File: src/sic_pkg.sv
// Shared constants for the interrupt controller: register map, field layout and reset values.
package sic_pkg;

    // ------------------------------------------------------------
    // Register byte offsets on the bus
    // ------------------------------------------------------------
    localparam logic [7:0] SIC_OFS_STATUS_FIRST = 8'h00;
    localparam logic [7:0] SIC_OFS_MASK_FIRST = 8'h04;
    localparam logic [7:0] SIC_OFS_STATUS_SECOND = 8'h08;
    localparam logic [7:0] SIC_OFS_MASK_SECOND = 8'h0C;
    localparam logic [7:0] SIC_OFS_STATUS_THIRD = 8'h10;
    localparam logic [7:0] SIC_OFS_MASK_THIRD = 8'h14;
    localparam logic [7:0] SIC_OFS_LATCH_CLEAR = 8'h18;

    // ------------------------------------------------------------
    // Field layout
    // ------------------------------------------------------------
    // Source counts per group.
    localparam int SIC_SOURCE_COUNT = 22;
    localparam int SIC_NORMAL_COUNT = 17;
    localparam int SIC_FAST_COUNT = 5;
    // Bit positions in the first pair.
    localparam int SIC_BIT_EXT_FAST = 0;
    localparam int SIC_BIT_BATTERY_LOW = 1;
    localparam int SIC_BIT_WATCHDOG = 2;
    localparam int SIC_BIT_MEDIA = 3;
    localparam int SIC_BIT_CODEC = 4;
    localparam int SIC_BIT_EXT_ONE = 5;
    localparam int SIC_BIT_EXT_TWO = 6;
    localparam int SIC_BIT_EXT_THREE = 7;
    localparam int SIC_BIT_TIMER_ONE = 8;
    localparam int SIC_BIT_TIMER_TWO = 9;
    localparam int SIC_BIT_CLOCK_MATCH = 10;
    localparam int SIC_BIT_TICK = 11;
    localparam int SIC_BIT_U1_TX = 12;
    localparam int SIC_BIT_U1_RX = 13;
    localparam int SIC_BIT_U1_MODEM = 14;
    localparam int SIC_BIT_SER1_DONE = 15;
    // Bit positions in the second pair.
    localparam int SIC_BIT_KEY = 0;
    localparam int SIC_BIT_SER2_RX = 1;
    localparam int SIC_BIT_SER2_TX = 2;
    localparam int SIC_BIT_U2_TX = 12;
    localparam int SIC_BIT_U2_RX = 13;
    // Bit position in the third pair.
    localparam int SIC_BIT_AUDIO = 0;
    // Allocated bits of the first two pairs and fast-group bits of the first pair.
    localparam logic [15:0] SIC_USED_FIRST = 16'hFFFF;
    localparam logic [15:0] SIC_USED_SECOND = 16'h3007;
    localparam logic [15:0] SIC_FAST_FIRST = 16'h000F;
    // First-pair sources that are latched until cleared.
    localparam logic [15:0] SIC_LATCHED_FIRST = 16'h8F00;

    // ------------------------------------------------------------
    // Reset values
    // ------------------------------------------------------------
    localparam logic [15:0] SIC_RST_MASK = 16'h0000;
    localparam logic [15:0] SIC_RST_STATUS = 16'h0000;
    localparam logic [31:0] SIC_RST_WORD = 32'h0000_0000;

endpackage

File: src/sic_top.sv
// Level-sensitive interrupt controller with a classic Wishbone register slave.
//
// What this block does
// RQ1 - Gathers twenty-two interrupt sources into the controller.
// RQ2 - Seventeen sources drive the normal request, five drive the fast request.
// RQ3 - The fast request outranks the normal request at the processor.
// RQ4 - No ordering among sources of one group; software picks the order.
// RQ5 - Every input is level sensitive and requests while held active.
// RQ6 - A source requests only while its mask bit is set.
// RQ7 - Status registers show which sources currently request service.
// RQ8 - Software clears each request at its own peripheral; latched ones also need a write to the latch clear register.
// RQ9 - End-of-interrupt sources are latched and stay pending once gone.
// RQ10 - Unlatched sources must stay active until their service routine starts.
// RQ11 - First pair bits 0-3: external fast, battery low, watchdog, media.
// RQ12 - First pair bits 4-7: codec sound, external inputs one to three.
// RQ13 - First pair bits 8-11: timer one, timer two, clock match, tick.
// RQ14 - First pair bits 12-15: uart one tx, rx, modem, serial one done.
// RQ15 - Second pair: key, serial two rx/tx, uart two tx/rx.
// RQ16 - Third pair bit 0: audio serial interrupt, fast group.
// RQ17 - Each request is the OR of masked sources; unused bits read zero.
// RQ18 - All mask bits reset to zero.
`timescale 1ns/1ps

module sic_top
    import sic_pkg::*;
(
    // Clock and reset.
    input wire logic i_clk,
    input wire logic i_rstn,
    // Wishbone slave.
    input wire logic i_wb_cyc,
    input wire logic i_wb_stb,
    input wire logic i_wb_we,
    input wire logic [7:0] i_wb_adr,
    input wire logic [3:0] i_wb_sel,
    input wire logic [31:0] i_wb_dat,
    output logic [31:0] o_wb_dat,
    output logic o_wb_ack,
    // External pins, active low except the third input.
    input wire logic i_external_fast_pin_n,
    input wire logic i_external_pin_one_n,
    input wire logic i_external_pin_two_n,
    input wire logic i_external_source_three,
    // Internal peripheral sources, active high.
    input wire logic i_battery_low_source,
    input wire logic i_watchdog_expired_source,
    input wire logic i_media_changed_source,
    input wire logic i_codec_sound_source,
    input wire logic i_timer_one_underflow,
    input wire logic i_timer_two_underflow,
    input wire logic i_clock_compare_match,
    input wire logic i_periodic_tick_source,
    input wire logic i_uart_one_tx_empty,
    input wire logic i_uart_one_rx_full,
    input wire logic i_uart_one_modem_change,
    input wire logic i_serial_one_transfer_done,
    input wire logic i_key_press_source,
    input wire logic i_serial_two_rx_block,
    input wire logic i_serial_two_tx_block,
    input wire logic i_uart_two_tx_empty,
    input wire logic i_uart_two_rx_full,
    input wire logic i_audio_serial_source,
    // Processor requests, active low, plus a combined level.
    output logic o_fast_interrupt_request_n,
    output logic o_normal_interrupt_request_n,
    output logic o_any_request
);

    // ------------------------------------------------------------
    // Byte-lane helper
    // ------------------------------------------------------------
    // Expands the two low byte enables into a 16-bit write mask.
    function automatic logic [15:0] lane_mask(input logic [3:0] sel);
        lane_mask = {{8{sel[1]}}, {8{sel[0]}}};
    endfunction

    // ------------------------------------------------------------
    // Reset release
    // ------------------------------------------------------------
    logic rst_meta_reg;
    logic rst_n;

    // Reset asserts at once and releases two edges later, free of races.
    always_ff @(posedge i_clk or negedge i_rstn) begin
        if (!i_rstn) begin
            rst_meta_reg <= 1'b0;
            rst_n <= 1'b0;
        end else begin
            rst_meta_reg <= 1'b1;
            rst_n <= rst_meta_reg;
        end
    end

    // ------------------------------------------------------------
    // Source assembly
    // ------------------------------------------------------------
    wire logic [15:0] raw_first; // RQ1
    wire logic [15:0] raw_second;
    wire logic raw_third;

    // Pins are inverted so that every bit is high while requesting.
    assign raw_first[SIC_BIT_EXT_FAST] = ~i_external_fast_pin_n; // RQ11
    assign raw_first[SIC_BIT_BATTERY_LOW] = i_battery_low_source; // RQ11
    assign raw_first[SIC_BIT_WATCHDOG] = i_watchdog_expired_source; // RQ11
    assign raw_first[SIC_BIT_MEDIA] = i_media_changed_source; // RQ11
    assign raw_first[SIC_BIT_CODEC] = i_codec_sound_source; // RQ12
    assign raw_first[SIC_BIT_EXT_ONE] = ~i_external_pin_one_n; // RQ12
    assign raw_first[SIC_BIT_EXT_TWO] = ~i_external_pin_two_n; // RQ12
    assign raw_first[SIC_BIT_EXT_THREE] = i_external_source_three; // RQ12
    assign raw_first[SIC_BIT_TIMER_ONE] = i_timer_one_underflow; // RQ13
    assign raw_first[SIC_BIT_TIMER_TWO] = i_timer_two_underflow; // RQ13
    assign raw_first[SIC_BIT_CLOCK_MATCH] = i_clock_compare_match; // RQ13
    assign raw_first[SIC_BIT_TICK] = i_periodic_tick_source; // RQ13
    assign raw_first[SIC_BIT_U1_TX] = i_uart_one_tx_empty; // RQ14
    assign raw_first[SIC_BIT_U1_RX] = i_uart_one_rx_full; // RQ14
    assign raw_first[SIC_BIT_U1_MODEM] = i_uart_one_modem_change; // RQ14
    assign raw_first[SIC_BIT_SER1_DONE] = i_serial_one_transfer_done; // RQ14

    // Unallocated second-pair positions are tied low and never request.
    assign raw_second = SIC_USED_SECOND & ( // RQ15
        (16'(i_key_press_source) << SIC_BIT_KEY)
        | (16'(i_serial_two_rx_block) << SIC_BIT_SER2_RX)
        | (16'(i_serial_two_tx_block) << SIC_BIT_SER2_TX)
        | (16'(i_uart_two_tx_empty) << SIC_BIT_U2_TX)
        | (16'(i_uart_two_rx_full) << SIC_BIT_U2_RX)); // RQ17

    assign raw_third = i_audio_serial_source; // RQ16

    // ------------------------------------------------------------
    // Bus decode
    // ------------------------------------------------------------
    logic ack_reg;
    logic [31:0] rdata_reg;
    logic [15:0] mask_first_reg;
    logic [15:0] mask_second_reg;
    logic mask_third_reg;
    logic [15:0] status_first_reg;
    logic [15:0] status_second_reg;
    logic status_third_reg;
    logic [15:0] latch_reg;

    // A request is taken once; ack blocks a second take in the next cycle.
    wire logic bus_take = i_wb_cyc & i_wb_stb & ~ack_reg;
    // Writes land at the ack edge, while the master still holds the request.
    wire logic bus_commit = i_wb_cyc & i_wb_stb & ack_reg;
    wire logic bus_write = bus_commit & i_wb_we;
    wire logic [15:0] lanes = lane_mask(i_wb_sel);
    wire logic wr_mask_first = bus_write & (i_wb_adr == SIC_OFS_MASK_FIRST);
    wire logic wr_mask_second = bus_write & (i_wb_adr == SIC_OFS_MASK_SECOND);
    wire logic wr_mask_third = bus_write & (i_wb_adr == SIC_OFS_MASK_THIRD) & i_wb_sel[0];
    wire logic wr_clear = bus_write & (i_wb_adr == SIC_OFS_LATCH_CLEAR);
    wire logic [15:0] clear_bits = wr_clear ? (i_wb_dat[15:0] & lanes & SIC_LATCHED_FIRST) : 16'h0000;

    // Unmapped and write-only addresses read as zero; writes to unmapped and status addresses are ignored.
    wire logic [31:0] read_word =
        (i_wb_adr == SIC_OFS_STATUS_FIRST) ? {16'h0000, status_first_reg} : // RQ7
        (i_wb_adr == SIC_OFS_MASK_FIRST) ? {16'h0000, mask_first_reg} :
        (i_wb_adr == SIC_OFS_STATUS_SECOND) ? {16'h0000, status_second_reg} : // RQ7
        (i_wb_adr == SIC_OFS_MASK_SECOND) ? {16'h0000, mask_second_reg} :
        (i_wb_adr == SIC_OFS_STATUS_THIRD) ? {31'h0000_0000, status_third_reg} : // RQ7
        (i_wb_adr == SIC_OFS_MASK_THIRD) ? {31'h0000_0000, mask_third_reg} :
        SIC_RST_WORD;

    // Ack follows the take by one edge and lasts one cycle.
    always_ff @(posedge i_clk or negedge rst_n) begin
        if (!rst_n) begin
            ack_reg <= 1'b0;
            rdata_reg <= SIC_RST_WORD;
        end else begin
            ack_reg <= bus_take;
            rdata_reg <= (bus_take & ~i_wb_we) ? read_word : SIC_RST_WORD;
        end
    end

    // ------------------------------------------------------------
    // Mask registers
    // ------------------------------------------------------------
    wire logic [15:0] mask_first_next = wr_mask_first ?
        ((mask_first_reg & ~lanes) | (i_wb_dat[15:0] & lanes)) : mask_first_reg;
    wire logic [15:0] mask_second_next = wr_mask_second ?
        ((mask_second_reg & ~lanes) | (i_wb_dat[15:0] & lanes & SIC_USED_SECOND)) : mask_second_reg;
    wire logic mask_third_next = wr_mask_third ? i_wb_dat[0] : mask_third_reg;

    // Masks start closed so nothing reaches the processor before software opens them.
    always_ff @(posedge i_clk or negedge rst_n) begin
        if (!rst_n) begin
            mask_first_reg <= SIC_RST_MASK; // RQ18
            mask_second_reg <= SIC_RST_MASK; // RQ18
            mask_third_reg <= 1'b0; // RQ18
        end else begin
            mask_first_reg <= mask_first_next;
            mask_second_reg <= mask_second_next;
            mask_third_reg <= mask_third_next;
        end
    end

    // ------------------------------------------------------------
    // Status and latching
    // ------------------------------------------------------------
    // A latched source stays set until cleared; a new request in the clearing
    // cycle wins, so an event arriving then is never lost.
    wire logic [15:0] latch_next = (latch_reg & ~clear_bits) | (raw_first & SIC_LATCHED_FIRST); // RQ9
    // Unlatched bits simply follow their source; the source must hold on. // RQ10
    wire logic [15:0] status_first_next = (raw_first & ~SIC_LATCHED_FIRST) | latch_next; // RQ5

    // Status is sampled every edge, so it tracks levels, not edges.
    always_ff @(posedge i_clk or negedge rst_n) begin
        if (!rst_n) begin
            latch_reg <= SIC_RST_STATUS;
            status_first_reg <= SIC_RST_STATUS;
            status_second_reg <= SIC_RST_STATUS;
            status_third_reg <= 1'b0;
        end else begin
            latch_reg <= latch_next; // RQ9
            status_first_reg <= status_first_next; // RQ5
            status_second_reg <= raw_second; // RQ5
            status_third_reg <= raw_third; // RQ5
        end
    end

    // ------------------------------------------------------------
    // Request outputs
    // ------------------------------------------------------------
    // Each group is a flat OR with no arbitration inside it; the dispatch code
    // reads status and chooses the order itself.
    wire logic [15:0] enabled_first = status_first_reg & mask_first_reg; // RQ6
    wire logic [15:0] enabled_second = status_second_reg & mask_second_reg; // RQ6
    wire logic enabled_third = status_third_reg & mask_third_reg; // RQ6
    wire logic fast_pending = |(enabled_first & SIC_FAST_FIRST) | enabled_third; // RQ2 RQ16 RQ17 RQ4
    wire logic normal_pending = |(enabled_first & ~SIC_FAST_FIRST) | |enabled_second; // RQ2 RQ17 RQ4

    logic fast_n_reg;
    logic normal_n_reg;
    logic any_reg;

    // Both outputs share the same single-stage path so the fast request is never
    // later than the normal one; the processor ranks fast above normal.
    always_ff @(posedge i_clk or negedge rst_n) begin
        if (!rst_n) begin
            fast_n_reg <= 1'b1;
            normal_n_reg <= 1'b1;
            any_reg <= 1'b0;
        end else begin
            fast_n_reg <= ~fast_pending; // RQ3
            normal_n_reg <= ~normal_pending;
            any_reg <= fast_pending | normal_pending;
        end
    end

    assign o_fast_interrupt_request_n = fast_n_reg;
    assign o_normal_interrupt_request_n = normal_n_reg;
    assign o_any_request = any_reg;
    assign o_wb_ack = ack_reg;
    assign o_wb_dat = rdata_reg;
endmodule

File: config.mk
export PLATFORM = sky130hd
export DESIGN_NAME = sic_top
export DESIGN_NICKNAME = d
export VERILOG_FILES = /design/src/sic_pkg.sv /design/src/sic_top.sv
export SDC_FILE = /design/constraint.sdc
export NUM_CORES = 1
export LEC_CHECK = 0
export BUFFER_PORTS_ARGS = -buffer_cell sky130_fd_sc_hd__buf_2
export CORE_MARGIN = 1
export CORE_UTILIZATION = 30
export DETAILED_ROUTE_END_ITERATION = 8
export HOLD_SLACK_MARGIN = 0.1
export PLACE_DENSITY = 0.57
export SYNTH_ARGS = -nofsm -noshare
export SYNTH_HDL_FRONTEND = slang
export SYNTH_SLANG_ARGS = --single-unit
File: constraint.sdc
create_clock -name i_clk -period 3.1 [get_ports i_clk]
set_input_delay 0.465 -clock i_clk [delete_from_list [all_inputs] [get_ports i_clk]]
set_output_delay 0.465 -clock i_clk [all_outputs]
set_load 0.01 [all_outputs]
==> qor.yml, run 1 <==
drt:
  vias: 2234
  drt_iter0_drc: 83
  first_pass_iters: 4
  drc: 0
  avgRoutedWirePerCell_um: 14.9
  routed_wl_mm: 7.31
  post_drt_via_cell_ratio: 4.57
  postRouteAntennaNets: 0
sta:
  clock.fmax_mhz: 460
  post-route-period-util_pct: 70.2
  final-setup-viol-count: 0
  drv_slew: 0
  worst_pin_slew_ns: 0.653
  setup_tns_ns: 0
  finalHoldViolCount: 0
  relSlewSlack_pct: 55.3
  period_minus_slack_ns: 2.17
  skew_ns: 0.0101
  layout_setup_ws_ns: 0.925
  grt_setup_unrepaired: "false"
layout:
  drive_above_1_share_pct: 36.8
  post-route-util_pct: 38.0
  diodes: 0
  area_delta_synth_final_pct: 23.2
  final_cell_mix: "dfrtp_1 (74), buf_2 (72), nand2_1 (35), mux2_2 (27), conb_1 (17)"
  num-fill-cells: 1044
  layout_commonest_cell: "dfrtp_1"
  stdcell_area_mm2: 0.00392
  nNetsFinal: 419
setup_path:
  crit_family: "simple AND/OR/NAND/NOR gates"
  startpoint_type: "input pin"
  worst_path_largest_cell_delay_ns: 0.54
  crit_arrival_ns: 2.42
  critical_path_buf_inv_count: 1
  cp.depth: 5
  path_cells: "buf_2, or4_4, or2_0, nor4_4, mux2_2"
  r2r-start: "o_wb_ack"
  critPathSlowestCell: "or4_4"
  ff2ff_setup_slack_ns: 1.28
  crit_path_end_kind: "register"
  cp_data_required_time_ns: 3.35
  worstPathMaxFanout: 8
  startpoint: "i_wb_adr[5]"
  worstSetupPathType: "input pin to register"
  reg2regPathDepth: 4
power:
  leakagePower_nw: 1.95
  powerDensity_mw_per_mm2: 532
  fin_total_pwr_mw: 2.09
  vdd_ir_drop_max_mv: 0.195
clock_tree:
  cts_root_buf: "clkbuf_8"
  clk_latency_ns: 0.35
  clk_path_buf_depth: 2
  cts_tree: "built"
  htree_num_levels: 3
  numCtsBuffers: 9
  cts.sinks: 77
  path_clk_slew_ns: 0.08
global_route:
  grt_usage_pct: 14.5
  grt_pass1_vias: 2353
  antenna_found_initial: 0
  grt_max_degree: 32
  grt_pass1_wl_mm: 12.0
  overflow: 0
floorplan:
  ioPinCount: 107
  die-height_um: 105
  die_area_mm2: 0.0110
  core_mm2: 0.0103
  rows: 37
  die_w_um: 105
  start_util_pct: 30.8
logic_synthesis:
  ys_ff_latch: 77
  async_reset_ff_share_pct: 100
  synth.distinct_cells: 36
  ys_warn_count: 0
  syn_area_per_cell_um2: 11.8
  syn_area_mm2: 0.00318
  ys_seq_area_share_pct: 60.6
  synth-edff-count: 0
  synthFlopType: "dfrtp_1"
  synthCells: 269
run:
  cap_violations: 0
place:
  placed_cell_area_mm2: 0.00366
  hpwl_mm: 5.21
  pre_cts_ws_ns: 0.552
  gp_congestion: 0.752
  port_buffers: 72
status:
  outcome: "finished, final reports clean"
min_path:
  hp-class: "input pin to register"
-- power by group --
part	total [mW]	switching [mW]	internal (mW)	leakage [nW]
combinational	0.102	0.0624	0.0394	0.819
sequential	1.04	0.0168	1.02	0.997
clock	0.949	0.384	0.565	0.129
total	2.09	0.464	1.62	1.95
-- repair_timing --
action | 4_1_cts | 5_1_grt
resized for setup | 0 | 0
buffers inserted | 0 | 0
hold buffers | 1 | 0
hold endpoints to repair | 2 | 0
-- routing by layer --
metal / global-route usage (%) / part of all wire [%] / routed length, um
met2: 24.3 / 49 / 3590
met4: 5.63 / 2.0 / 146
met3: 5.05 / 4.7 / 347
met5: 0 / 0 / 0
met1: 17.1 / 44 / 3220
-- cell type report --
cell class                 count  area, um^2  share of cell area, %
sequential                    77        1930                   49.2
multi-input combinational    175        1130                   28.8
timing repair buffer          79         415                   10.6
tap                          136         170                   4.34
clock buffer                  10         138                   3.51
clock inverter                 6         119                   3.03
inverter                       6        22.5                  0.574
-- worst min path at each step --
| stage | slack [ns] | start | cells past startpoint | end |
|---|---|---|---|---|
| after floorplan | 0.17 | i_rstn | 0 | rst_meta_reg |
| after global placement | 0.25 | i_rstn | 1 | rst_meta_reg |
| after detailed placement | 0.25 | i_rstn | 1 | rst_meta_reg |
| after CTS | 0.20 | i_external_source_three | 1 | status_first_reg[7] |
| after global routing | 0.18 | i_external_source_three | 1 | status_first_reg[7] |
| final | 0.21 | i_external_source_three | 1 | status_first_reg[7] |
-- Yosys cell counts, drive strengths merged (3+ instances only) --
library cell	count	area [um^2]
dfrtp	75	1880
nand2	35	131
mux2	27	304
buf	18	130
nor2	14	52.6
nor3	13	65.1
a22oi	11	82.6
o21ai	11	55.1
clkbuf	8	30.0
inv	6	22.5
nor2b	6	37.5
a21o	5	37.5
and2	5	31.3
nand3	5	25.0
o22ai	4	25.0
nor4	3	48.8
-- stage by stage --
| step | hold WS [ns] | std cells |
|---|---|---|
| 2_1_floorplan | 0.169 | 284 |
| 3_3_place_gp | 0.250 | 472 |
| 3_5_place_dp | 0.250 | 472 |
| 4_1_cts | 0.201 | 489 |
| 5_1_grt | 0.184 | 489 |
| 6_report | 0.211 | 489 |
-- kinds of logic (layout without fill, tap and decap cells) --
logic type      Yosys count  after routing  synth area share (%)
simple gates             90             90                  14.9
other cells               2             17                 0.236
flops                    77             77                  60.6
buf+inv                  32            101                  5.74
compound gates           40             40                  8.64
mux                      28             28                  9.86
(Power assumes the default switching activity.)
==> inputs of run 2 (changes only) <==
PLACE_DENSITY = 0.59   (was 0.57)
clock period = 2 ns   (was 3.1 ns; I/O delays follow)
==> qor.yml, run 2 (same netlist as run 1, synthesis figures left out) <==
clock_tree:
  path_clk_slew_ns: 0.07
  clk_path_buf_depth: 2
  cts_resized: 0
  cts_root_buf: "clkbuf_8"
  post_cts_buffers: 0
  cts.sinks: 77
  clk_latency_ns: 0.35
  htree_num_levels: 3
  cts_hold_buf: 18
  cts_tree: "built"
  numCtsBuffers: 9
layout:
  nNetsFinal: 445
  num-fill-cells: 1010
  finalNonFillerCells: 515
  area_delta_synth_final_pct: 30.3
  diodes: 0
  stdcell_area_mm2: 0.00415
  drive_above_1_share_pct: 36.1
  final_cell_mix: "dfrtp_1 (74), buf_2 (72), nand2_1 (35), mux2_2 (26), dlygate4sd3_1 (18)"
  layout_commonest_cell: "dfrtp_1"
global_route:
  grt_pass1_vias: 2515
  antenna_found_initial: 0
  grt_pass1_wl_mm: 12.3
  grt_usage_pct: 14.7
  overflow: 0
  grt_max_degree: 28
drt:
  postRouteAntennaNets: 0
  vias: 2346
  routed_wl_mm: 7.39
  post_drt_via_cell_ratio: 4.56
  first_pass_iters: 4
  drt_iter0_drc: 97
  drc: 0
  avgRoutedWirePerCell_um: 14.3
min_path:
  hp-class: "input pin to register"
  whs_path_depth: 2
place:
  placed_cells: 481
  gp_congestion: 0.792
  port_buffers: 72
  placed_cell_area_mm2: 0.00377
  pre_cts_ws_ns: -0.206
  hpwl_mm: 5.34
sta:
  drv_slew: 0
  worst_pin_slew_ns: 0.622
  skew_ns: 0.00918
  relSlewSlack_pct: 58.5
  final-setup-viol-count: 0
  finalHoldViolCount: 0
  grt_setup_unrepaired: "false"
  layout_setup_ws_ns: 0.151
  period_minus_slack_ns: 1.85
  hold_slack_ns: 0.132
  post-route-period-util_pct: 92.5
  clock.fmax_mhz: 541
floorplan:
  rows: 37
  die-height_um: 105
  die_w_um: 105
  ioPinCount: 107
  die_area_mm2: 0.0110
  core_mm2: 0.0103
  start_util_pct: 30.8
setup_path:
  path_cells: "buf_2, or4_4, or2_0, nor4_4, buf_4, mux2_2"
  critPathSlowestCell: "or4_4"
  crit_arrival_ns: 2.07
  worstPathMaxFanout: 8
  crit_path_end_kind: "register"
  reg2regPathDepth: 5
  worstSetupPathType: "input pin to register"
  worst_path_largest_cell_delay_ns: 0.54
  cp_data_required_time_ns: 2.22
  startpoint_type: "input pin"
power:
  fin_total_pwr_mw: 2.99
  powerDensity_mw_per_mm2: 719
  vdd_ir_drop_max_mv: 0.278
  leakagePower_nw: 2.05
status:
  outcome: "finished, final reports clean"
run:
  cap_violations: 0
[run 2: changes by cell type in the layout (fill, tap and decap cells not counted), moves of 2 or more]
cell,previous run,this run
bufinv_16,3,1
buf_12,0,3
dlygate4sd3_1,1,18
clkinv_4,2,0
buf_4,6,12
clkbuf_1,0,2
[run 2: worst paths after layout]
path,start,end,slack (ns)
setup / recovery,i_wb_adr[5],register,0.15
hold / removal,i_clock_compare_match,status_first_reg[10],0.13
setup reg to reg,o_wb_ack,register,0.28
hold reg to reg,rst_n,o_wb_dat[6],0.29
max in group asynchronous,rst_n,o_fast_interrupt_request_n,1.08
min in group asynchronous,i_rstn,rst_n,0.26
[run 2: per-layer routing]
layer | vias up | global-route usage, % | routed length, um
li1 | 1113 | - | -
met1 | 1148 | 17.3 | 3140
met2 | 70 | 24.5 | 3760
met3 | 15 | 3.87 | 325
met4 | 0 | 7.75 | 169
met5 | - | 0 | 0
[run 2: metrics by stage]
stage	util (%)	setup TNS, ns
finish	40.2	0
global route	40.2	0
CTS	40.2	0
detailed placement	36.5	-2.84
global placement	36.5	-2.69
floorplan	-	-0.757
[run 2: final cells by class]
type	instances	area [um^2]	share of cell area, %
multi-input combinational	175	1130	27.3
inverter	6	22.5	0.543
clock inverter	3	43.8	1.06
clock buffer	13	159	3.83
sequential	77	1930	46.5
timing repair buffer	105	691	16.6
tap	136	170	4.10
[run 2: worst max-delay path: cells and delay by family]
family	cells	cell delay [ns]
buffers and inverters	2	0.30
multiplexers	1	0.36
AND/OR/NAND/NOR	3	1.10
[run 2: power by group]
group / switching [mW] / leakage [nW] / internal (mW)
clock network: 0.537 / 0.104 / 0.648
logic: 0.104 / 0.948 / 0.0918
registers: 0.0249 / 0.997 / 1.58
total: 0.666 / 2.05 / 2.32
